File: src/verilog/irs_pkg.sv
`default_nettype none
package irs_pkg;
    // ----------------------------------------------------------------
    // Clocking and geometry
    // ----------------------------------------------------------------
    localparam logic [1:0] DIV_RESET = 2'h0;
    localparam logic [1:0] DIV_LAST = 2'h3;
    localparam int CORE_DIV = 4;
    localparam logic [7:0] KERNEL_LAST = 8'h9f;
    localparam logic [8:0] FRAME_LINES = 9'h1e0;
    localparam logic [9:0] LINE_CLOCKS = 10'h280;

    // ----------------------------------------------------------------
    // Line counter
    // ----------------------------------------------------------------
    localparam logic [11:0] LINE_START = 12'h001;
    localparam logic [11:0] LINE_START_SUB = 12'h002;
    localparam logic [11:0] LINE_STEP = 12'h001;
    localparam logic [11:0] LINE_STEP_SUB = 12'h002;

    // ----------------------------------------------------------------
    // Overhead and pulse timing, in core cycles per granularity step
    // ----------------------------------------------------------------
    localparam int PULSE_UNIT = 12;
    localparam int ROW_UNIT = 6;
    localparam logic [1:0] RESET_EXTRA = 2'h1;
    localparam logic [1:0] SAMPLE_EXTRA = 2'h2;
    localparam logic [1:0] FRM_EXTRA = 2'h2;

    // Pulse engine slots
    localparam int PI_DUAL = 0;
    localparam int PI_TRIPLE = 1;
    localparam int PI_XFER = 2;
    localparam int PI_SAMPLE = 3;

    typedef enum logic [2:0] {
        ST_FRM = 3'b001,
        ST_ROW = 3'b010,
        ST_KERN = 3'b100
    } irs_state_t;

    // Core cycles of 12*(overhead_granularity+1)+extra
    function automatic logic [7:0] irs_core_len(input logic [1:0] g, input logic [1:0] extra);
        irs_core_len = 8'(PULSE_UNIT * (int'(g) + 1) + int'(extra));
    endfunction : irs_core_len

    // Input clock cycles of 4*(12*(overhead_granularity+1)+extra)
    function automatic logic [7:0] irs_pulse_len(input logic [1:0] g, input logic [1:0] extra);
        irs_pulse_len = 8'(CORE_DIV * (PULSE_UNIT * (int'(g) + 1) + int'(extra)));
    endfunction : irs_pulse_len

    function automatic logic [7:0] irs_row_len(input logic [1:0] g);
        irs_row_len = 8'(ROW_UNIT * (int'(g) + 1));
    endfunction : irs_row_len
endpackage : irs_pkg
`default_nettype wire

File: src/verilog/irs_sequencer.sv
// How it works
// - Core tick and core clock come from dividing the input clock by four.
// - Every frame readout starts with a frame overhead period, then lines.
// - Each line: row overhead, then 160 kernels of four pixels each.
// - Next frame integrates while the previous frame is still being read.
// - Master-mode input picks internal timing or pin-driven integration timing.
// - Master mode compares four 12-bit line settings against the line counter.
// - Reset-length match releases pixel reset and starts main integration.
// - Second/third line matches fire dual/triple slope resets of 4*(12*(g+1)+1) clocks.
// - Transfer line match starts frame transfer pulse and frame overhead.
// - Line counter loads 1 at reset and after each frame overhead.
// - Subsampling starts counter at 2, steps by 2; settings must be even.
// - Master windows high from their reset falling to pixel sample falling.
// - Pixel sample rises at transfer match, lasts 4*(12*(g+1)+2) clocks.
// - Frame valid is high while the array is read out.
// - Slave mode ignores line settings, integration pins become active-low inputs.
// - Pin1 low with pins 2,3 high resets; pins 2,3 give partial resets.
// - All three pins low together starts frame transfer at next line end.
// - Non-destructive read suppresses all pixel reset pulses.
// - In master mode frame valid falls after 480 line valid pulses.
// - Sequencer reset restores initial state and restarts clock division.
`timescale 1ns/1ps
`default_nettype none
module irs_sequencer
    import irs_pkg::*;
(
    // Clock and sequencer reset
    input wire logic I_REF_CLK,
    input wire logic I_SRST,
    // Settings
    input wire logic I_MASTER_MODE,
    input wire logic I_SUBSAMPLE,
    input wire logic I_NDR,
    input wire logic I_DUAL_SLOPE_EN,
    input wire logic I_TRIPLE_SLOPE_EN,
    input wire logic [1:0] I_OVERHEAD_GRANULARITY,
    input wire logic [11:0] I_RESET_LENGTH_LINES,
    input wire logic [11:0] I_SECOND_RESET_LINE,
    input wire logic [11:0] I_THIRD_RESET_LINE,
    input wire logic [11:0] I_TRANSFER_LINE,
    // Integration window pins
    input wire logic [2:0] I_INT_TIME,
    output logic [2:0] O_INT_TIME,
    output logic [2:0] O_INT_TIME_OE,
    // Timing outputs
    output logic O_CORE_CLK,
    output logic O_FRAME_VALID,
    output logic O_LINE_VALID,
    output logic O_FRAME_OVERHEAD,
    output logic O_ROW_OVERHEAD,
    output logic O_PIXEL_RESET,
    output logic O_DUAL_SLOPE_RESET,
    output logic O_TRIPLE_SLOPE_RESET,
    output logic O_FRAME_TRANSFER,
    output logic O_PIXEL_SAMPLE
);

    // ----------------------------------------------------------------
    // Declarations
    // ----------------------------------------------------------------
    logic [1:0] div;
    logic core_tick;
    irs_state_t state;
    logic [7:0] ph;
    logic [11:0] line_cnt;
    logic [11:0] step;
    logic [11:0] next_line;
    logic [8:0] lines_read;
    logic line_end;
    logic xfer_due;
    logic frm_start;
    logic frm_end;
    logic [7:0] frm_last;
    logic [7:0] row_last;
    logic hit_rst;
    logic hit_dual;
    logic hit_triple;
    logic [3:0] pstart;
    logic [3:0] pact;
    logic [3:0] pfall;
    logic [7:0] plen [4];
    logic [7:0] pcnt [4];
    logic [2:0] win;
    logic pix_rst;
    logic all_low;
    logic all_low_q;
    logic xfer_pend;

    function automatic logic line_hit(input logic [11:0] setting, input logic [11:0] nxt,
                                      input logic at_end, input logic master);
        line_hit = at_end && master && (nxt == setting);
    endfunction : line_hit

    // ----------------------------------------------------------------
    // Clock division
    // ----------------------------------------------------------------
    always_ff @(posedge I_REF_CLK)
    begin
        if (I_SRST)
            div <= DIV_RESET;
        else
            div <= div + 2'h1;
    end

    assign core_tick = (div == DIV_LAST);

    always_ff @(posedge I_REF_CLK)
    begin
        if (I_SRST)
            O_CORE_CLK <= 1'b0;
        else
            O_CORE_CLK <= (div == 2'h1) || (div == 2'h2);
    end

    // ----------------------------------------------------------------
    // Readout sequencer
    // ----------------------------------------------------------------
    assign step = I_SUBSAMPLE ? LINE_STEP_SUB : LINE_STEP;
    assign next_line = line_cnt + step;
    assign frm_last = irs_core_len(I_OVERHEAD_GRANULARITY, FRM_EXTRA) - 8'h01;
    assign row_last = irs_row_len(I_OVERHEAD_GRANULARITY) - 8'h01;
    assign line_end = core_tick && (state == ST_KERN) && (ph == KERNEL_LAST);
    assign xfer_due = I_MASTER_MODE ? (next_line == I_TRANSFER_LINE) : xfer_pend;
    assign frm_start = line_end && xfer_due;
    assign frm_end = core_tick && (state == ST_FRM) && (ph == frm_last);

    always_ff @(posedge I_REF_CLK)
    begin
        if (I_SRST)
        begin
            state <= ST_ROW;
            ph <= 8'h00;
            line_cnt <= I_SUBSAMPLE ? LINE_START_SUB : LINE_START;
            lines_read <= 9'h000;
            O_FRAME_VALID <= 1'b0;
            O_LINE_VALID <= 1'b0;
        end
        else if (core_tick)
        begin
            case (state)
                ST_FRM:
                begin
                    if (ph == frm_last)
                    begin
                        state <= ST_ROW;
                        ph <= 8'h00;
                        line_cnt <= I_SUBSAMPLE ? LINE_START_SUB : LINE_START;
                        lines_read <= 9'h000;
                        O_FRAME_VALID <= 1'b1;
                    end
                    else
                        ph <= ph + 8'h01;
                end
                ST_ROW:
                begin
                    if (ph == row_last)
                    begin
                        state <= ST_KERN;
                        ph <= 8'h00;
                        O_LINE_VALID <= 1'b1;
                    end
                    else
                        ph <= ph + 8'h01;
                end
                ST_KERN:
                begin
                    if (ph == KERNEL_LAST)
                    begin
                        ph <= 8'h00;
                        O_LINE_VALID <= 1'b0;
                        line_cnt <= next_line;
                        lines_read <= lines_read + 9'h001;
                        state <= xfer_due ? ST_FRM : ST_ROW;
                        if (xfer_due)
                            O_FRAME_VALID <= 1'b0;
                        else if (I_MASTER_MODE && (lines_read + 9'h001 == FRAME_LINES))
                            O_FRAME_VALID <= 1'b0;
                    end
                    else
                        ph <= ph + 8'h01;
                end
                default:
                begin
                    state <= ST_ROW;
                    ph <= 8'h00;
                end
            endcase
        end
    end

    // ----------------------------------------------------------------
    // Integration events and pulse engines
    // ----------------------------------------------------------------
    assign hit_rst = line_hit(I_RESET_LENGTH_LINES, next_line, line_end, I_MASTER_MODE);
    assign hit_dual = line_hit(I_SECOND_RESET_LINE, next_line, line_end, I_MASTER_MODE);
    assign hit_triple = line_hit(I_THIRD_RESET_LINE, next_line, line_end, I_MASTER_MODE);

    assign pstart[PI_DUAL] = hit_dual && I_DUAL_SLOPE_EN;
    assign pstart[PI_TRIPLE] = hit_triple && I_TRIPLE_SLOPE_EN;
    assign pstart[PI_XFER] = frm_start;
    assign pstart[PI_SAMPLE] = frm_start;
    assign plen[PI_DUAL] = irs_pulse_len(I_OVERHEAD_GRANULARITY, RESET_EXTRA);
    assign plen[PI_TRIPLE] = irs_pulse_len(I_OVERHEAD_GRANULARITY, RESET_EXTRA);
    assign plen[PI_XFER] = irs_pulse_len(I_OVERHEAD_GRANULARITY, RESET_EXTRA);
    assign plen[PI_SAMPLE] = irs_pulse_len(I_OVERHEAD_GRANULARITY, SAMPLE_EXTRA);

    for (genvar gi = 0; gi < 4; gi++)
    begin : g_pulse
        always_ff @(posedge I_REF_CLK)
        begin
            if (I_SRST)
                pcnt[gi] <= 8'h00;
            else if (pstart[gi])
                pcnt[gi] <= plen[gi];
            else if (pcnt[gi] != 8'h00)
                pcnt[gi] <= pcnt[gi] - 8'h01;
        end
        assign pact[gi] = (pcnt[gi] != 8'h00);
        assign pfall[gi] = (pcnt[gi] == 8'h01);
    end

    // Pixel reset level; the next frame's reset runs during readout
    always_ff @(posedge I_REF_CLK)
    begin
        if (I_SRST)
            pix_rst <= 1'b1;
        else if (!I_MASTER_MODE)
            pix_rst <= !I_INT_TIME[0] && I_INT_TIME[1] && I_INT_TIME[2];
        else if (frm_end)
            pix_rst <= 1'b1;
        else if (hit_rst)
            pix_rst <= 1'b0;
    end

    // Master-mode integration windows; a start wins over a same-cycle end
    always_ff @(posedge I_REF_CLK)
    begin
        if (I_SRST || !I_MASTER_MODE)
            win <= 3'h0;
        else
        begin
            if (pfall[PI_SAMPLE])
                win <= 3'h0;
            if (hit_rst)
                win[0] <= 1'b1;
            if (pfall[PI_DUAL])
                win[1] <= 1'b1;
            if (pfall[PI_TRIPLE])
                win[2] <= 1'b1;
        end
    end

    // ----------------------------------------------------------------
    // Slave-mode frame transfer request
    // ----------------------------------------------------------------
    assign all_low = (I_INT_TIME == 3'h0);

    always_ff @(posedge I_REF_CLK)
    begin
        if (I_SRST)
        begin
            all_low_q <= 1'b0;
            xfer_pend <= 1'b0;
        end
        else
        begin
            all_low_q <= all_low;
            if (frm_start)
                xfer_pend <= 1'b0;
            if (!I_MASTER_MODE && all_low && !all_low_q)
                xfer_pend <= 1'b1;
        end
    end

    // ----------------------------------------------------------------
    // Registered outputs
    // ----------------------------------------------------------------
    always_ff @(posedge I_REF_CLK)
    begin
        if (I_SRST)
        begin
            O_PIXEL_RESET <= 1'b0;
            O_DUAL_SLOPE_RESET <= 1'b0;
            O_TRIPLE_SLOPE_RESET <= 1'b0;
            O_FRAME_TRANSFER <= 1'b0;
            O_PIXEL_SAMPLE <= 1'b0;
            O_INT_TIME <= 3'h0;
            O_INT_TIME_OE <= 3'h0;
            O_FRAME_OVERHEAD <= 1'b0;
            O_ROW_OVERHEAD <= 1'b0;
        end
        else
        begin
            O_PIXEL_RESET <= pix_rst && !I_NDR;
            O_DUAL_SLOPE_RESET <= !I_NDR && (I_MASTER_MODE ? pact[PI_DUAL]
                                  : (I_INT_TIME[0] && !I_INT_TIME[1]));
            O_TRIPLE_SLOPE_RESET <= !I_NDR && (I_MASTER_MODE ? pact[PI_TRIPLE]
                                    : (I_INT_TIME[0] && !I_INT_TIME[2]));
            O_FRAME_TRANSFER <= pact[PI_XFER];
            O_PIXEL_SAMPLE <= pact[PI_SAMPLE];
            O_INT_TIME <= I_MASTER_MODE ? win : 3'h0;
            O_INT_TIME_OE <= {3{I_MASTER_MODE}};
            O_FRAME_OVERHEAD <= (state == ST_FRM);
            O_ROW_OVERHEAD <= (state == ST_ROW);
        end
    end

    // ----------------------------------------------------------------
    // Assertions
    // ----------------------------------------------------------------
    logic [9:0] lv_w;
    logic [7:0] xfer_w;
    logic [7:0] smp_w;

    always_ff @(posedge I_REF_CLK)
    begin
        if (I_SRST)
        begin
            lv_w <= 10'h000;
            xfer_w <= 8'h00;
            smp_w <= 8'h00;
        end
        else
        begin
            lv_w <= O_LINE_VALID ? lv_w + 10'h001 : 10'h000;
            xfer_w <= O_FRAME_TRANSFER ? xfer_w + 8'h01 : 8'h00;
            smp_w <= O_PIXEL_SAMPLE ? smp_w + 8'h01 : 8'h00;
        end
    end
endmodule : irs_sequencer
`default_nettype wire

File: config.mk
export PLATFORM = sky130hd
export DESIGN_NAME = irs_sequencer
export DESIGN_NICKNAME = d
export VERILOG_FILES = /design/src/verilog/irs_pkg.sv /design/src/verilog/irs_sequencer.sv
export SDC_FILE = /design/constraint.sdc
export NUM_CORES = 1
export LEC_CHECK = 0
export BUFFER_PORTS_ARGS = -buffer_cell sky130_fd_sc_hd__buf_2
export CAP_MARGIN = 20
export CORE_ASPECT_RATIO = 0.5
export CORE_MARGIN = 1.5
export CORE_UTILIZATION = 50
export DETAILED_ROUTE_END_ITERATION = 10
export HOLD_SLACK_MARGIN = 0.15
export PLACE_DENSITY_LB_ADDON = 0.25
export SKIP_LAST_GASP = 1
export SLEW_MARGIN = 40
export SYNTH_ARGS = -nofsm -noshare
export SYNTH_HDL_FRONTEND = slang
export SYNTH_SLANG_ARGS = --single-unit
File: constraint.sdc
create_clock -name I_REF_CLK -period 3.4 [get_ports I_REF_CLK]
set_input_delay 0.68 -clock I_REF_CLK [delete_from_list [all_inputs] [get_ports I_REF_CLK]]
set_output_delay 0.68 -clock I_REF_CLK [all_outputs]
set_load 0.01 [all_outputs]
==> impl_metrics.env <==
export IMPL_status="finished, final reports clean"
export IMPL_regArea_sq_um=2142
export IMPL_syn_to_final_growth_pct=17.22
export IMPL_place_congestion=0.8931
export IMPL_cp_top_family="simple AND/OR/NAND/NOR gates"
export IMPL_slowest_delay_ns=0.64
export IMPL_worst_pin_slew_ns=0.6487
export IMPL_hold_viol=0
export IMPL_ios=76
export IMPL_p_per_area_nw_per_um2=532.8
export IMPL_path_buf_inv=4
export IMPL_routedWlPerCell_microns=15.38
export IMPL_first_pass_iters=5
export IMPL_post_cts_buffers=0
export IMPL_antenna_found_initial=0
export IMPL_syn_inst=618
export IMPL_synth_distinct_cells=77
export IMPL_multi_input_area_sq_um=3531
export IMPL_synth_nets=700
export IMPL_initial_core_util_pct=52.68
export IMPL_std_cell_rows=27
export IMPL_clock_sinks=85
export IMPL_dp_hpwl_mm=10.24
export IMPL_fp_dieH_microns=80.10
export IMPL_grt_pass1_wl_mm=21.91
export IMPL_min_path_type="register to register"
export IMPL_grt_usage_pct=22.85
export IMPL_path_cells="buf_2, inv_1, ha_2, inv_1, fa_2, and4b_4, and3_1, xnor3_1, nand3_1, or4_1, buf_4, nand4_1, o21ai_0"
export IMPL_htree_levels=3
export IMPL_endpoint_kind="register"
export IMPL_diodes=0
export IMPL_yosys_register_bits=85
export IMPL_holdBufCountCts=0
export IMPL_drc_errors=0
export IMPL_grt_overflow=0
export IMPL_ant_nets=0
export IMPL_min_period_ns=3.255
export IMPL_cp_start_kind="primary input"
export IMPL_final_nets=788
export IMPL_rsz0062_at_grt="no"
export IMPL_min_period_over_period_pct=95.74
export IMPL_synth_compound_area_share_pct=12.65
export IMPL_cts_tree="built"
export IMPL_cts_resized_gates=0
export IMPL_synthMuxAreaShare_pct=1.600
export IMPL_grt_pass1_vias=4521
export IMPL_clock_latency_ns=0.35
export IMPL_maxSlewViolCount=0
export IMPL_grt_start_max_net_pins=47
export IMPL_synthSimpleGateAreaFrac_pct=23.11
export IMPL_crit_top_cell="inv_1"
export IMPL_chipWidth_microns=157.2
export IMPL_tns_ns=0
export IMPL_yosysSeqAreaShare_pct=36.03
export IMPL_clk_pin_slew_worst_paths_ns=0.07
export IMPL_max_cap_viol_count=0
export IMPL_synth_edf_count=44
export IMPL_cts_made_buffers=9
export IMPL_maxClockFrequency_mhz=307.2
export IMPL_crit_type="primary input to register"
export IMPL_final_layout_size_suffix_gt1_share_pct=21.80
export IMPL_cp_max_fo=6
export IMPL_worstPathArrival_ns=3.33
export IMPL_numPortBuffers=75
export IMPL_synth_top_family_by_area="simple AND/OR/NAND/NOR gates"
export IMPL_avgViaCountPerCell=5.493
export IMPL_synth_area_sq_um=5944
export IMPL_yosys_warnings=0
export IMPL_num_fill_cells=963
export IMPL_finalSetupViolCount=0
export IMPL_fin_util_pct=61.75
export IMPL_slowest_stage="or4_1"
export IMPL_worstSetupPathDepth=13
export IMPL_first_iter_violations=277
export IMPL_skew_ns=0.01016
export IMPL_synth_async_reset_ratio_pct=0
export IMPL_core_sq_um=11280
export IMPL_synth_area_per_cell_sq_um=9.619
export IMPL_holdWs_ns=0.4262
export IMPL_clk_path_buf_depth=2
export IMPL_required_ns=3.47
export IMPL_synth_ff_type="edfxtp_1"
export IMPL_synthAdderAreaFrac_pct=4.757
export IMPL_die_area_sq_um=12590
export IMPL_synth_xor_area_share_pct=16.84
export IMPL_vias=4779
export IMPL_drt_wl_total_mm=13.38
export IMPL_rr_worst_depth=11
export IMPL_slew_headroom_pct=56.15
export IMPL_power_static_leakage_nw=2.969
export IMPL_ir_drop_mv=0.2856
export IMPL_clockRootBuffer="clkbuf_16"
export IMPL_hold_depth=1
## final timing paths
| path | startpoint | to | slack [ns] |
|---|---|---|---|
| max | I_SUBSAMPLE | pcnt[1][5] | 0.14 |
| min | div[0] | div[0] | 0.43 |
| max reg2reg | line_cnt[0] | pcnt[1][5] | 0.34 |
| min reg2reg | div[0] | div[0] | 0.43 |
## synthesized netlist by cell type (4+ instances only)
cell type	n	area [sq um]
nor2_1	54	202.7
edfxtp_1	44	1321
nand2_1	42	157.7
dfxtp_1	41	820.8
xnor2_1	37	324.1
inv_1	32	120.1
xor2_1	31	271.5
nor3_1	25	125.1
nand3_1	22	110.1
clkbuf_1	21	78.83
ha_1	21	262.8
o21ai_0	20	100.1
a21oi_1	18	90.09
xnor3_1	18	405.4
and3_1	14	87.58
nand2b_1	10	62.56
nor3b_1	10	75.07
nor4_1	10	62.56
o31ai_1	10	75.07
nor2b_1	9	56.30
nand4_1	8	50.05
o21ai_1	8	40.04
buf_4	7	52.55
or4_1	7	52.55
a211oi_1	6	45.04
nand3b_1	6	45.04
mux2i_1	5	50.05
buf_2	4	20.02
nor4b_1	4	35.03
or3_1	4	25.02
## cells in the final DEF (no fill, tap or decap), drive strengths merged, types with 5 or more instances in the layout
cell / instances
clkbuf: 10
nand2: 42
xnor3: 18
or4: 7
o31ai: 10
inv: 34
buf: 111
and3: 14
edfxtp: 44
xnor2: 37
and4: 5
nor3b: 11
nor3: 26
a21oi: 19
nand2b: 11
a211oi: 6
dfxtp: 41
o21ai: 29
nand4: 9
nor4: 10
nand3: 24
nor2b: 9
xor2: 31
ha: 21
mux2i: 5
nand3b: 6
nor2: 55
## final cells by class
class                           count  share of cell area (%)
Tap cell                          159                   2.855
Clock buffer                       10                   3.286
Inverter                           33                   1.778
Multi-Input combinational cell    466                   50.67
Timing Repair Buffer              111                   9.445
Clock inverter                      6                   1.221
Sequential cell                    85                   30.74
## report_power, final
group | leakage (nW) | switching [mW] | internal [mW] | total, mW
clock network | 0.153 | 0.418 | 0.645 | 1.06
registers | 0.826 | 0.159 | 1.33 | 1.49
logic | 1.99 | 0.628 | 0.530 | 1.16
total | 2.97 | 1.20 | 2.51 | 3.71
## per-layer routing
layer / vias up / routed length, microns / GRT usage, %
li1: 2415 / - / -
met1: 2241 / 6526 / 31.79
met2: 112 / 5977 / 36.34
met3: 11 / 768 / 4.587
met4: 0 / 111 / 6.226
met5: - / 0 / 0
## kinds of logic (layout without fill, tap and decap cells)
| family | count (synthesis) | count (layout) |
|---|---|---|
| buf+inv | 67 | 160 |
| flops | 85 | 85 |
| compound gates | 102 | 102 |
| xor+xnor | 86 | 86 |
| fa+ha+maj | 22 | 22 |
| mux | 8 | 8 |
| simple gates | 248 | 248 |
## stage by stage
| stage | area [sq um] | setup WS, ns | instances | power, mW |
|---|---|---|---|---|
| final | 6968 | 0.1448 | 870 | 3.712 |
| after global routing | 6968 | 0.02565 | 870 | 3.947 |
| after CTS | 6964 | 0.1722 | 870 | 3.724 |
| after detailed placement | 6650 | -0.1755 | 854 | 2.660 |
| after global placement | 6650 | -0.1388 | 854 | 2.643 |
| after floorplan | 5973 | 0.0007345 | 618 | 2.353 |
## sequential cells by signal, summed over array words and instances, names as in the netlist, 2 cells and up
register	cells
ph	8
pcnt	32
win	3
O_INT_TIME	3
div	2
lines_read	9
state	3
line_cnt	12
(Power assumes the default switching activity.)
